### src/hdl/field_opts_regs.svh
// register offsets, reset values and timing constants of the field option block
`ifndef FIELD_OPTS_REGS_SVH
`define FIELD_OPTS_REGS_SVH

`define ECON_TIMEOUT_OFS     8'h00
`define CONTROL_OFS          8'h04
`define ENDSTOP_OFS          8'h08
`define MAX_FIELD_1_OFS      8'h0c
`define MAX_FIELD_2_OFS      8'h10
`define MIN_FIELD_OFS        8'h14
`define FIELD_DEMAND_IN_OFS  8'h18
`define FB_SCALING_OFS       8'h1c
`define STATUS_OFS           8'h20
`define FIRING_OFS           8'h24
`define FIELD_DEMAND_OFS     8'h28
`define GAIN_CODE_OFS        8'h2c

`define ECON_TIMEOUT_RST     8'h1e
`define ENDSTOP_RST          10'h3e8
`define MAX_FIELD_1_RST      10'h3e8
`define MAX_FIELD_2_RST      10'h1f4
`define MIN_FIELD_RST        10'h1f4
`define FB_SCALING_RST       8'h65
`define FB_SCALING_MIN       8'h65
`define FB_SCALING_MAX       8'h6e
`define FIRING_FULL          10'h3e8
`define GAIN_UNITY           16'h0400
`define GAIN_FRAC_BITS       10

// control register bit positions
`define CTL_FIELD_EN         0
`define CTL_SECOND_MAX       1
`define CTL_ECON_EN          2
`define CTL_FIELD_IGAIN      3
`define CTL_VOLT_IGAIN       4
`define CTL_DIRECT_FIRE      5
`define CTL_IR_SRC           6
`define CTL_BRIDGE_FULL      7
`define CTL_REDUCE_TWO       8
`define CTL_REDUCE_FOUR      9
`define CTL_RST              10'h008

`define CLK_HZ               50000000
`define SEC_CYCLES           (`CLK_HZ)
`define AXI_OKAY             2'h0
`define AXI_SLVERR           2'h2

`endif
### src/hdl/field_opts_pkg.sv
// types shared by the field option block
package field_opts_pkg;
  typedef logic [9:0]  value_type;
  typedef logic [31:0] word_type;
  typedef enum logic [2:0] {
    econ_idle    = 3'b001,
    econ_timing  = 3'b010,
    econ_reduced = 3'b100
  } econ_state_type;
endpackage

### src/hdl/field_economy_and_loop_options.sv
// field economy timer, loop option bits and firing angle limiting
//
// Implementation choices: the address map and the AXI4-Lite register port.
`timescale 1ns/100ps
`include "field_opts_regs.svh"

module field_economy_and_loop_options (
  input  wire logic                       aclk,
  input  wire logic                       aresetn,
  input  wire logic                       clk_en,
  input  wire logic [7:0]                 s_axi_awaddr,
  input  wire logic                       s_axi_awvalid,
  output logic                            s_axi_awready,
  input  wire logic [31:0]                s_axi_wdata,
  input  wire logic [3:0]                 s_axi_wstrb,
  input  wire logic                       s_axi_wvalid,
  output logic                            s_axi_wready,
  output logic [1:0]                      s_axi_bresp,
  output logic                            s_axi_bvalid,
  input  wire logic                       s_axi_bready,
  input  wire logic [7:0]                 s_axi_araddr,
  input  wire logic                       s_axi_arvalid,
  output logic                            s_axi_arready,
  output logic [31:0]                     s_axi_rdata,
  output logic [1:0]                      s_axi_rresp,
  output logic                            s_axi_rvalid,
  input  wire logic                       s_axi_rready,
  input  wire logic                       drive_enable,
  input  wire logic                       bridge_mode_link,
  input  wire field_opts_pkg::value_type  emf_loop_demand,
  input  wire field_opts_pkg::value_type  field_loop_angle,
  output field_opts_pkg::value_type       field_current_demand,
  output field_opts_pkg::value_type       firing_angle,
  output logic                            second_max_active,
  output logic                            field_igain_increased,
  output logic                            volt_igain_doubled,
  output logic                            ir_comp_from_current,
  output logic                            bridge_full_control,
  output logic [1:0]                      field_gain_shift,
  output logic                            loops_bypassed,
  output logic [15:0]                     speed_gain_factor
);
  import field_opts_pkg::*;

  logic [7:0]     econ_timeout_r;
  logic [9:0]     ctl_r;
  value_type      endstop_r;
  value_type      max_field_1_r;
  value_type      max_field_2_r;
  value_type      min_field_r;
  logic [7:0]     fb_scaling_r;
  econ_state_type econ_state_r;
  econ_state_type econ_state_nxt;
  logic [25:0]    sec_cnt_r;
  logic [7:0]     secs_r;
  logic           drive_enable_r;
  logic [7:0]     aw_addr_r;
  logic           aw_held_r;
  logic [31:0]    w_data_r;
  logic [3:0]     w_strb_r;
  logic           w_held_r;
  logic           wr_fire;
  logic           wr_known;
  logic           rd_known;
  logic [31:0]    rd_word;
  value_type      ceiling;
  value_type      demand_lim;
  value_type      angle_src;
  logic           auto_select;
  logic [19:0]    gain_quot;

  // limit a value between a low and a high bound
  function automatic value_type clamp(input value_type v, input value_type lo,
                                      input value_type hi);
    if (v > hi) begin
      return hi;
    end else if (v < lo) begin
      return lo;
    end
    return v;
  endfunction

  // registers that accept writes
  function automatic logic is_writable(input logic [7:0] a);
    case (a)
      `ECON_TIMEOUT_OFS, `CONTROL_OFS, `ENDSTOP_OFS, `MAX_FIELD_1_OFS,
      `MAX_FIELD_2_OFS, `MIN_FIELD_OFS, `FB_SCALING_OFS: return 1'b1;
      default: return 1'b0;
    endcase
  endfunction

  // write channel: address and data may come in either order
  // a write lands only once the previous response has been accepted
  assign wr_fire  = aw_held_r && w_held_r && !s_axi_bvalid;
  assign wr_known = is_writable(aw_addr_r);

  always_ff @(posedge aclk) begin
    if (!aresetn) begin
      aw_held_r     <= 1'b0;
      aw_addr_r     <= 8'h00;
      s_axi_awready <= 1'b0;
    end else if (clk_en) begin
      s_axi_awready <= 1'b0;
      if (s_axi_awvalid && !aw_held_r && !s_axi_awready) begin
        aw_addr_r     <= s_axi_awaddr;
        aw_held_r     <= 1'b1;
        s_axi_awready <= 1'b1;
      end else if (wr_fire) begin
        aw_held_r <= 1'b0;
      end
    end
  end

  always_ff @(posedge aclk) begin
    if (!aresetn) begin
      w_held_r     <= 1'b0;
      w_data_r     <= 32'h0000_0000;
      w_strb_r     <= 4'h0;
      s_axi_wready <= 1'b0;
    end else if (clk_en) begin
      s_axi_wready <= 1'b0;
      if (s_axi_wvalid && !w_held_r && !s_axi_wready) begin
        w_data_r     <= s_axi_wdata;
        w_strb_r     <= s_axi_wstrb;
        w_held_r     <= 1'b1;
        s_axi_wready <= 1'b1;
      end else if (wr_fire) begin
        w_held_r <= 1'b0;
      end
    end
  end

  always_ff @(posedge aclk) begin
    if (!aresetn) begin
      s_axi_bvalid <= 1'b0;
      s_axi_bresp  <= `AXI_OKAY;
    end else if (clk_en) begin
      if (wr_fire) begin
        s_axi_bvalid <= 1'b1;
        s_axi_bresp  <= wr_known ? `AXI_OKAY : `AXI_SLVERR;
      end else if (s_axi_bready) begin
        s_axi_bvalid <= 1'b0;
      end
    end
  end

  // settings written by software
  always_ff @(posedge aclk) begin
    if (!aresetn) begin
      econ_timeout_r <= `ECON_TIMEOUT_RST;
      endstop_r      <= `ENDSTOP_RST;
      max_field_1_r  <= `MAX_FIELD_1_RST;
      max_field_2_r  <= `MAX_FIELD_2_RST;
      min_field_r    <= `MIN_FIELD_RST;
      fb_scaling_r   <= `FB_SCALING_RST;
    end else if (clk_en && wr_fire) begin
      case (aw_addr_r)
        `ECON_TIMEOUT_OFS: if (w_strb_r[0]) econ_timeout_r <= w_data_r[7:0];
        `ENDSTOP_OFS: if (w_strb_r[0]) endstop_r <= clamp(w_data_r[9:0],
                                          10'h000, `FIRING_FULL);
        `MAX_FIELD_1_OFS: if (w_strb_r[0]) max_field_1_r <= clamp(
                                          w_data_r[9:0], 10'h000, `FIRING_FULL);
        `MAX_FIELD_2_OFS: if (w_strb_r[0]) max_field_2_r <= clamp(
                                          w_data_r[9:0], 10'h000, `FIRING_FULL);
        `MIN_FIELD_OFS: if (w_strb_r[0]) min_field_r <= clamp(
                                          w_data_r[9:0], 10'h000, `FIRING_FULL);
        `FB_SCALING_OFS: begin
          // out of range codes are ignored
          if (w_strb_r[0] && w_data_r[7:0] >= `FB_SCALING_MIN &&
              w_data_r[7:0] <= `FB_SCALING_MAX) begin
            fb_scaling_r <= w_data_r[7:0];
          end
        end
        default: ;
      endcase
    end
  end

  // control bits; the select bit follows the timer while economy is on
  always_ff @(posedge aclk) begin
    if (!aresetn) begin
      ctl_r <= `CTL_RST;
    end else if (clk_en) begin
      if (wr_fire && aw_addr_r == `CONTROL_OFS) begin
        if (w_strb_r[0]) begin
          ctl_r[7:0] <= w_data_r[7:0];
        end
        if (w_strb_r[1]) begin
          ctl_r[9:8] <= w_data_r[9:8];
        end
      end
      if (auto_select) begin
        ctl_r[`CTL_SECOND_MAX] <= econ_state_r == econ_reduced;
      end
    end
  end

  assign auto_select = ctl_r[`CTL_ECON_EN];

  // economy timer
  always_comb begin
    econ_state_nxt = econ_state_r;
    case (econ_state_r)
      econ_idle: begin
        if (ctl_r[`CTL_ECON_EN] && !drive_enable) begin
          econ_state_nxt = econ_timing;
        end
      end
      econ_timing: begin
        if (!ctl_r[`CTL_ECON_EN] || drive_enable) begin
          econ_state_nxt = econ_idle;
        end else if (secs_r >= econ_timeout_r) begin
          econ_state_nxt = econ_reduced;
        end
      end
      econ_reduced: begin
        if (!ctl_r[`CTL_ECON_EN] || drive_enable) begin
          econ_state_nxt = econ_idle;
        end
      end
      default: econ_state_nxt = econ_idle;
    endcase
  end

  always_ff @(posedge aclk) begin
    if (!aresetn) begin
      econ_state_r   <= econ_idle;
      drive_enable_r <= 1'b0;
    end else if (clk_en) begin
      econ_state_r   <= econ_state_nxt;
      drive_enable_r <= drive_enable;
    end
  end

  always_ff @(posedge aclk) begin
    if (!aresetn) begin
      sec_cnt_r <= 26'h0;
      secs_r    <= 8'h00;
    end else if (clk_en) begin
      if (econ_state_r != econ_timing) begin
        sec_cnt_r <= 26'h0;
        secs_r    <= 8'h00;
      end else if (sec_cnt_r == 26'(`SEC_CYCLES - 1)) begin
        sec_cnt_r <= 26'h0;
        if (secs_r != 8'hff) begin
          secs_r <= secs_r + 8'h01;
        end
      end else begin
        sec_cnt_r <= sec_cnt_r + 26'h1;
      end
    end
  end

  // field current ceiling and demand limiting
  assign ceiling = ctl_r[`CTL_SECOND_MAX] ? max_field_2_r
                                          : max_field_1_r;
  assign demand_lim = clamp(emf_loop_demand, min_field_r, ceiling);
  // direct mode: max field 2 becomes the angle, endstop is the sole limit
  assign angle_src = ctl_r[`CTL_DIRECT_FIRE] ? max_field_2_r
                                             : field_loop_angle;

  always_ff @(posedge aclk) begin
    if (!aresetn) begin
      field_current_demand <= 10'h000;
      firing_angle         <= 10'h000;
      second_max_active    <= 1'b0;
      loops_bypassed       <= 1'b0;
    end else if (clk_en) begin
      field_current_demand <= demand_lim;
      // larger value means more advance, full forward at 1000
      firing_angle <= clamp(angle_src, 10'h000, endstop_r);
      second_max_active <= ctl_r[`CTL_SECOND_MAX];
      loops_bypassed    <= ctl_r[`CTL_DIRECT_FIRE];
    end
  end

  // loop option outputs
  always_ff @(posedge aclk) begin
    if (!aresetn) begin
      field_igain_increased <= 1'b0;
      volt_igain_doubled    <= 1'b0;
      ir_comp_from_current  <= 1'b0;
      bridge_full_control   <= 1'b0;
      field_gain_shift      <= 2'h0;
    end else if (clk_en) begin
      field_igain_increased <= !ctl_r[`CTL_FIELD_IGAIN];
      volt_igain_doubled    <= ctl_r[`CTL_VOLT_IGAIN];
      ir_comp_from_current  <= ctl_r[`CTL_IR_SRC];
      // full control needs the link in its full position too
      bridge_full_control <= ctl_r[`CTL_BRIDGE_FULL] &&
                             bridge_mode_link;
      // both bits: shifts add, divide by 8
      field_gain_shift <= {1'b0, ctl_r[`CTL_REDUCE_TWO]} +
                          {ctl_r[`CTL_REDUCE_FOUR], 1'b0};
    end
  end

  // quotient leaves 16 bits only for very small demands; it saturates then
  assign gain_quot = ({10'h000, max_field_1_r} << `GAIN_FRAC_BITS) /
                     {10'h000, demand_lim};

  // speed gain factor, unsigned 6.10 fixed point
  always_ff @(posedge aclk) begin
    if (!aresetn) begin
      speed_gain_factor <= `GAIN_UNITY;
    end else if (clk_en) begin
      if (!ctl_r[`CTL_FIELD_EN] || demand_lim == 10'h000) begin
        speed_gain_factor <= `GAIN_UNITY;
      end else if (gain_quot > 20'h0ffff) begin
        speed_gain_factor <= 16'hffff;
      end else begin
        speed_gain_factor <= gain_quot[15:0];
      end
    end
  end

  // read channel
  always_comb begin
    rd_known = 1'b1;
    rd_word  = 32'h0000_0000;
    case (s_axi_araddr)
      `ECON_TIMEOUT_OFS:    rd_word = {24'h0, econ_timeout_r};
      `CONTROL_OFS:         rd_word = {22'h0, ctl_r};
      `ENDSTOP_OFS:         rd_word = {22'h0, endstop_r};
      `MAX_FIELD_1_OFS:     rd_word = {22'h0, max_field_1_r};
      `MAX_FIELD_2_OFS:     rd_word = {22'h0, max_field_2_r};
      `MIN_FIELD_OFS:       rd_word = {22'h0, min_field_r};
      `FIELD_DEMAND_IN_OFS: rd_word = {22'h0, emf_loop_demand};
      `FB_SCALING_OFS:      rd_word = {24'h0, fb_scaling_r};
      `STATUS_OFS:          rd_word = {20'h0, secs_r, econ_state_r,
                                       drive_enable_r};
      `FIRING_OFS:          rd_word = {22'h0, firing_angle};
      `FIELD_DEMAND_OFS:    rd_word = {22'h0, field_current_demand};
      `GAIN_CODE_OFS:       rd_word = {16'h0, speed_gain_factor};
      default:              rd_known = 1'b0;
    endcase
  end

  // read data is captured in the cycle the address is taken
  always_ff @(posedge aclk) begin
    if (!aresetn) begin
      s_axi_arready <= 1'b0;
      s_axi_rvalid  <= 1'b0;
      s_axi_rdata   <= 32'h0000_0000;
      s_axi_rresp   <= `AXI_OKAY;
    end else if (clk_en) begin
      s_axi_arready <= 1'b0;
      if (s_axi_arvalid && !s_axi_rvalid && !s_axi_arready) begin
        s_axi_arready <= 1'b1;
        s_axi_rvalid  <= 1'b1;
        s_axi_rdata   <= rd_word;
        s_axi_rresp   <= rd_known ? `AXI_OKAY : `AXI_SLVERR;
      end else if (s_axi_rvalid && s_axi_rready) begin
        s_axi_rvalid <= 1'b0;
      end
    end
  end
endmodule

### config.mk
export PLATFORM = sky130hd
export DESIGN_NAME = field_economy_and_loop_options
export DESIGN_NICKNAME = d
export VERILOG_FILES = /design/src/hdl/field_opts_pkg.sv /design/src/hdl/field_economy_and_loop_options.sv
export VERILOG_INCLUDE_DIRS = /design/src /design/src/hdl
export SDC_FILE = /design/constraint.sdc
export NUM_CORES = 1
export LEC_CHECK = 0
export ABC_AREA = 1
export BUFFER_PORTS_ARGS = -buffer_cell sky130_fd_sc_hd__buf_2
export CAP_MARGIN = 30
export CELL_PAD_IN_SITES_DETAIL_PLACEMENT = 0
export CELL_PAD_IN_SITES_GLOBAL_PLACEMENT = 1
export CORE_ASPECT_RATIO = 1.1
export CORE_UTILIZATION = 47
export DETAILED_ROUTE_END_ITERATION = 8
export PLACE_DENSITY = 0.91
export SETUP_SLACK_MARGIN = 0.3
export SLEW_MARGIN = 40
export SYNTH_ARGS = -nofsm -noshare
export SYNTH_HDL_FRONTEND = slang
export SYNTH_SLANG_ARGS = --single-unit
### constraint.sdc
create_clock -name aclk -period 86.1 [get_ports aclk]
set_clock_uncertainty 0.1 [all_clocks]
set_input_delay 17.22 -clock aclk [delete_from_list [all_inputs] [get_ports aclk]]
set_output_delay 17.22 -clock aclk [all_outputs]
set_load 0.1 [all_outputs]
==> summary by stage, run 1 <==
Outcome
The flow ran to the end, and the final reports show no timing, DRC or antenna violations.

Route
The number of iterations in the first detailed-routing pass is 8. The total detailed-routing wirelength is 58900 um. The initial detailed-routing violation count is 1243. The via count is 19.5k. After detailed routing, the number of remaining DRC violations is 0.

The number of antenna-violating nets in the routed design is 0. The number of vias per cell after detailed routing is between 5 and 6. The average wire per standard cell is 16.8 um.

Flow run
The number of violations of the max-capacitance limit is 0.

Yosys
Synthesis handed over a netlist of 2912 instances. After synthesis the cells add up to between 15000 and 20000 um2. The average cell area after synthesis is 6.54 um2.

Among all flip-flop cells after synthesis, the most frequent one is dfxtp_1. After synthesis, the share of flip-flops with an asynchronous set or reset is 0. Counting flops and latches in the post-synthesis netlist gives just under 200. In this run, synthesis inferred 0 flip-flops with an integrated enable. The portion of the post-synthesis area used by sequential elements is 0.203. The count of distinct cell types in the synthesized netlist is 72. The yosys synthesis warning count is 0.

Finish
The final net count is 3245. Compared with the post-synthesis result, the final layout area differs by 7.76%. Measured on the finished design, the core utilization comes to 0.519.

The diode insertion count for antenna repair is 0. The share of layout cells above drive strength 1 is 0.126.

Placed design
The congestion estimate from routability-driven global placement came to around 0.96. The number of buffer cells added on primary ports is 124. The HPWL after detailed placement is roughly 46000 um. The minimum setup slack after placement is 29.11 ns.

Setup path
On the worst path, the slowest cell contributes a delay of ~0.6 ns. The most prevalent standard cell on the critical path is nand2_1. The worst endpoint required time is 86.30 ns. The worst-case reg-to-reg path depth is 246. The worst register-to-register path ends at speed_gain_factor[0]$_SDFFE_PN0P_. The worst setup path is of the in2reg kind. STA classifies the critical path startpoint as an input pin. The largest fanout of any net on the critical path is 21. The setup check on the worst reg-to-reg path leaves a slack of 44.95 ns. The critical path's slowest cell is nor2_4. The arrival time at the worst endpoint is 57.04 ns. The launch point of the worst reg-to-reg path is ctl_r[1]$_SDFFE_PN0P_. STA classifies the critical path endpoint as a flop.

STA
The final-report hold violation count is 0. Measured against its own limit, the worst slew margin works out to 0.423. Subtracting the final worst setup slack from the clock period gives 56.84 ns. The final setup slack of the worst path is 29.26 ns.

Setup violations remaining at the end of the flow were counted as 0. The highest attainable clock frequency is 17.6 MHz. Setup repair after global routing left no endpoint under its margin. The setup TNS is 0 ns. The slew at the pin closest to its max-slew limit is approximately 0.85 ns. The tightest hold margin is between 0.3 and 0.4 ns. The final period utilization is 0.660. The final number of max-transition violations is 0.

Min path
The launch point of the worst hold path is ctl_r[3]$_SDFFE_PN1P_. The path class of the tightest hold or removal check is reg2reg. The destination of the worst hold path is field_igain_increased$_SDFFE_PN0P_. The number of cells traversed by the worst hold path is 1.

Clock tree
The clock tree synthesis step divided the H-tree into 4 levels. The number of post-CTS setup repair buffers is 0. Clock-pin slew was measured on the worst setup and hold paths at 0.08 ns.

In this run, CTS created clock tree buffers numbering 17. CTS saw 193 sinks. The number of gates resized after cts is 0. The hold-fix buffer count after cts is 0.

No sink is reached through more buffers than the 2 on the longest clock path. The cell chosen for the clock root is clkbuf_16. The insertion delay of the later-clocked pin in the worst-skew pair is 0.45 ns. TritonCTS built the clock tree.

Die
The die covers 41300 um2. The starting density of the core is 0.481. In this run the standard cell core region covers between 30000 and 40000 um2. After floorplanning, the core was divided into between 70 and 80 placement rows. The chip height is 213 um. The overall die width is slightly below 200 um. During I/O placement, the number of pins put on the boundary was 167.

Global routing
The via count of the first global-routing pass is between 15k and 20k. Across every metal layer, demand over resource in global routing totals 0.286. The largest net degree at the start of global routing is 90. The global-route wire length before repair is 95300 um. The final global-route overflow total is 0. The number of antenna violations at the first check in global routing is 0.
state kept, by name, indices dropped and copies added, names as in the netlist, 2 cells and up:
register	flops
aw_addr_r	8
sec_cnt_r	26
min_field_r	10
speed_gain_factor	16
fb_scaling_r	8
ctl_r	10
firing_angle	10
field_gain_shift	2
econ_timeout_r	8
secs_r	8
field_current_demand	10
max_field_1_r	10
w_strb_r	2
s_axi_rdata	16
endstop_r	10
w_data_r	10
max_field_2_r	10
econ_state_r	3
cell families after synthesis:
group	Yosys count	synth area share
AO/OA/AOI/OAI	700	0.211
XOR/XNOR	119	0.0548
adder cells (fa/ha/maj)	182	0.120
buffers and inverters	506	0.109
flip-flops	193	0.203
multiplexers	1	0.000526
other	1	0.000197
AND/OR/NAND/NOR	1210	0.302
layout by cell type, fill, tap and decap left out, types with 8 or more instances in the layout:
master,n
o211ai_1,30
nand2_2,50
a31oi_1,16
nor2_1,201
buf_2,124
nor4_1,10
ha_1,181
a211oi_1,16
inv_2,21
clkbuf_16,17
xor2_1,71
nor2_4,11
a311oi_1,9
nor3_1,46
o21ai_2,10
nand2_1,584
nand2_4,11
nand3_1,154
o21bai_1,17
o21ai_0,267
xnor2_1,48
or2_2,17
dfxtp_1,193
conb_1,18
a21oi_1,237
nand4_1,36
inv_1,369
nand3_4,8
nand3_2,37
o22ai_1,16
o21ai_1,16
a21o_1,13
nor2_2,19
buf_4,17
through the flow:
step | instances | area [um2]
after floorplan | 2929 | 19100
after global placement | 3468 | 19900
after detailed placement | 3468 | 19900
after CTS | 3500 | 20500
after global routing | 3501 | 20500
final | 3501 | 20500
synthesized netlist by cell type, types with 10 or more instances:
master,instances,share of area
nor2_4,11,0.0065
xor2_1,71,0.033
inv_1,371,0.073
a21oi_1,237,0.062
nand3_1,154,0.040
nand2_1,584,0.12
nor2_1,204,0.040
clkbuf_1,68,0.013
a21o_1,13,0.0051
o21bai_1,17,0.0067
nand2_2,50,0.016
buf_4,22,0.0087
nor3_1,47,0.012
o21ai_2,10,0.0046
a211oi_1,16,0.0063
nand2_4,11,0.0065
nor4_1,10,0.0033
o22ai_1,16,0.0053
inv_2,19,0.0037
dfxtp_1,193,0.20
nand4_1,36,0.012
o21ai_0,267,0.070
nand3_2,37,0.019
o211ai_1,30,0.012
xnor2_1,48,0.022
a31oi_1,16,0.0053
o21ai_1,16,0.0042
or2_2,17,0.0056
ha_1,181,0.12
nor2_2,16,0.0053
how the worst max path moves through the flow:
stage | startpoint | end | slack, ns | cells after the start
3_3_place_gp | emf_loop_demand[8] | speed_gain_factor[0]$_SDFFE_PN0P_ | 29.92 | 245
3_5_place_dp | emf_loop_demand[5] | speed_gain_factor[0]$_SDFFE_PN0P_ | 29.11 | 245
6_report | emf_loop_demand[8] | speed_gain_factor[0]$_SDFFE_PN0P_ | 29.26 | 246
2_1_floorplan | emf_loop_demand[9] | speed_gain_factor[0]$_SDFFE_PN0P_ | 34.83 | 260
5_1_grt | emf_loop_demand[8] | speed_gain_factor[0]$_SDFFE_PN0P_ | 24.92 | 246
4_1_cts | emf_loop_demand[5] | speed_gain_factor[0]$_SDFFE_PN0P_ | 29.36 | 246
worst max-delay path, delay by kind of cell:
kind                     cells  cell delay (ns)
AO/OA/AOI/OAI               88            15.07
adder cells (fa/ha/maj)     21             6.85
AND/OR/NAND/NOR            107            13.73
buffers and inverters       30             4.05
metal layers:
layer,GRT usage,routed length (um),up-vias
met5,0,0,-
met3,0.0338,3650,157
li1,-,-,9846
met4,0.138,2770,0
met1,0.343,24500,8914
met2,0.509,28000,623
final cells by class:
| type | count | area (um2) |
|---|---|---|
| inverters | 396 | 1490 |
| well taps | 507 | 634 |
| clock inverters | 12 | 111 |
| repair buffers | 143 | 771 |
| clock buffers | 20 | 467 |
| flip-flops and latches | 193 | 3860 |
| fillers | 4045 | 19000 |
| multi-input cells | 2230 | 13200 |
Power of run 1 is not shown: default switching activity piles up to over one toggle a cycle in this logic, so the estimate is an artifact.
==> run 2: changes to the inputs <==
--- a/config.mk
+++ b/config.mk
@@ -12,9 +12,9 @@
 export CELL_PAD_IN_SITES_DETAIL_PLACEMENT = 0
 export CELL_PAD_IN_SITES_GLOBAL_PLACEMENT = 1
 export CORE_ASPECT_RATIO = 1.1
-export CORE_UTILIZATION = 47
+export CORE_UTILIZATION = 40
 export DETAILED_ROUTE_END_ITERATION = 8
-export PLACE_DENSITY = 0.91
+export PLACE_DENSITY = 0.83
 export SETUP_SLACK_MARGIN = 0.3
 export SLEW_MARGIN = 40
 export SYNTH_ARGS = -nofsm -noshare
==> constraint.sdc (replaced) <==
create_clock -name aclk -period 49.1 [get_ports aclk]
set_clock_uncertainty 0.1 [all_clocks]
set_input_delay 9.82 -clock aclk [delete_from_list [all_inputs] [get_ports aclk]]
set_output_delay 9.82 -clock aclk [all_outputs]
set_load 0.1 [all_outputs]
==> run 2 against run 1 <==
  * Sequential share of layout area is 0.68 points lower
  * Cell count is 5.5% higher
  * Clock-buffer cell count is 1 lower
  * Via count is 1.8% higher
  * Worst hold slack worse by 0.0040 ns
  * Global-route usage is 3.9 points lower
  * First-iteration DRC count is 0.24% lower
  * Non-clock buffer count is 56 higher
  * Final area is 3.8% higher
  * Flip-flop and latch count stayed put
  * Setup slack worse by 25 ns
  * Core utilization is 6.4 points lower
  * Critical path type unchanged
  * Highest routed layer unchanged
==> summary by stage, run 2 (synthesized netlist as in run 1, its figures left out) <==
STA
Setup repair after global routing left no endpoint under its margin. The setup TNS is 0 ns. The worst path in the final design needs a cycle of 45.24 ns, including I/O delays and setup.

Timing would allow up to 22.1 MHz. Measured against its own limit, the worst slew margin works out to 0.405. Setup violations remaining at the end of the flow were counted as 0.

The slew at the pin closest to its max-slew limit is 0.881 ns. In the finished design, the share of the clock period the worst path needs comes to 0.921. The final number of max-transition violations came to 0. The final-report hold violation count is 0.

Clock tree
The cell chosen for the clock root is clkbuf_16. The hold-fix buffer count after cts is 0. The largest buffer count on any clock path is 2. The total number of H-tree levels is 4. The CTS clock-pin slew for the worst setup and hold paths is about 0.08 ns. The number of clock buffers added by TritonCTS is 17. The clock sink total is 193. The insertion delay of the later-clocked pin in the worst-skew pair is 0.46 ns.

The TritonCTS clock tree is yes.

Die
The die covers 48500 um2. The chip height is ~230 um. The region available for standard cell placement spans 46800 um2. The row count is between 80 and 90. The overall die width is 210 um.

The top-level port count is 167. The starting density of the core is 0.406.

Min path
In this run the worst hold path is classified as reg2reg. The worst hold path was traced through 2 stages.

Finish
The final net count is 3307. In the layout the commonest cells are nand2_1, inv_1, o21ai_0. The diode insertion count for antenna repair is 0. For this run, the number of standard cells in the final layout without fillers is 3693.

Once layout is complete, the utilization of the core stands at 0.454. The largest registers in the layout are sec_cnt_r: 26 flops, s_axi_rdata: 16 flops, speed_gain_factor: 16 flops. The commonest non-fill, non-tap cell in the layout is nand2_1. Ranked by flip-flop count, first place goes to sec_cnt_r. Relative to the synthesized area, the layout overhead comes to 11.8%. The number of flip-flops under the largest register name is 26. In the final layout, the share of cells above drive strength 1 is 0.151.

Global routing
Entering global routing, the biggest net connects slightly above 90 pins. The first global-routing pass estimated around 96000 um of wire. The number of antenna violations at the first check in global routing came to 0. The total track usage is 0.247.

The final global-route overflow total is 0. The via count of the first global-routing pass is 18.6k.

Setup path
The largest stage delay on the critical path is between 0.4 and 0.5 ns. Data on the critical path is required at its endpoint by just under 50 ns. The worst-case reg-to-reg path depth is 247. At the worst endpoint, the arrival time is 45.45 ns. STA classifies the critical path startpoint as an input pin.

The largest fanout of any net on the critical path is 19. On the critical path, the stage with the largest delay is an instance of nor4b_1. STA classifies the critical path endpoint as a flop.

The worst setup path is of the in2reg kind. Among the stages of the critical path, the cell type that occurs most often is nand2_1.

Route
The number of vias per cell after detailed routing is 5.39. The total detailed-routing wirelength is 60800 um. The initial detailed-routing violation count is 1240. After detailed routing, the average wire length per cell comes to 16.5 um. The via count is 19.9k. The number of antenna-violating nets in the routed design is 0. The first detailed-routing pass ran for 6 iterations. The post-route DRC violation count is 0.

Placed design
The placer congestion estimate is approximately 0.95. The HPWL after detailed placement is between 40000 and 50000 um. The number of cells after detailed placement is 3601. The number of buffer cells added on primary ports is approximately 120.

Outcome
The run finished with clean final reports.

Flow run
The number of violations of the max-capacitance limit is 0.
[run 2: routing by layer]
layer  vias to the layer above  GRT usage  part of all wire
li1                       9987          -                 -
met1                      9128      0.306              0.43
met2                       628      0.428              0.47
met3                       155     0.0312             0.059
met4                         0      0.103             0.042
met5                         -          0                 0
[run 2: what timing repair did]
| item | 4_1_cts | 5_1_grt |
|---|---|---|
| endpoints found under the setup margin | 0 | 2 |
| hold endpoints to repair | 0 | 0 |
| setup buffers | 0 | 54 |
| gates resized for setup | 0 | 52 |
[run 2: worst paths after layout]
kind | to | from | slack [ns]
hold / removal | fb_scaling_r[6]$_SDFFE_PN1P_ | fb_scaling_r[6]$_SDFFE_PN1P_ | 0.35
hold reg to reg | fb_scaling_r[6]$_SDFFE_PN1P_ | fb_scaling_r[6]$_SDFFE_PN1P_ | 0.35
setup reg to reg | speed_gain_factor[0]$_SDFFE_PN0P_ | ctl_r[1]$_SDFFE_PN0P_ | 12.09
setup / recovery | speed_gain_factor[0]$_SDFFE_PN0P_ | emf_loop_demand[8] | 3.86
[run 2: final cells by class]
cell class              instances  area, um2
repair buffers                199       1190
clock inverters                13        130
clock buffers                  19        443
fillers                      4939      25600
flip-flops and latches        193       3860
well taps                     637        797
inverters                     396       1520
repair inverters                2       10.0
multi-input cells            2234      13300
[run 2: worst max-delay path: cells and delay by family]
kind                       cells  cell delay, ns
AOI/OAI and AO/OA             82           12.35
adders and majority gates     20            6.33
buffers and inverters         34            3.30
and+or+nand+nor              111           13.46
[run 2: stage by stage]
| step | cell area (um2) | setup WS (ns) | hold WS [ns] |
|---|---|---|---|
| after floorplan | 19100 | 5.23 | 0.310 |
| after global placement | 20100 | 1.21 | 0.325 |
| after detailed placement | 20100 | 0.475 | 0.331 |
| after CTS | 20700 | 0.798 | 0.351 |
| after global routing | 21300 | 0.166 | 0.374 |
| final | 21300 | 3.86 | 0.350 |
Power of run 2 is left out for the same reason.
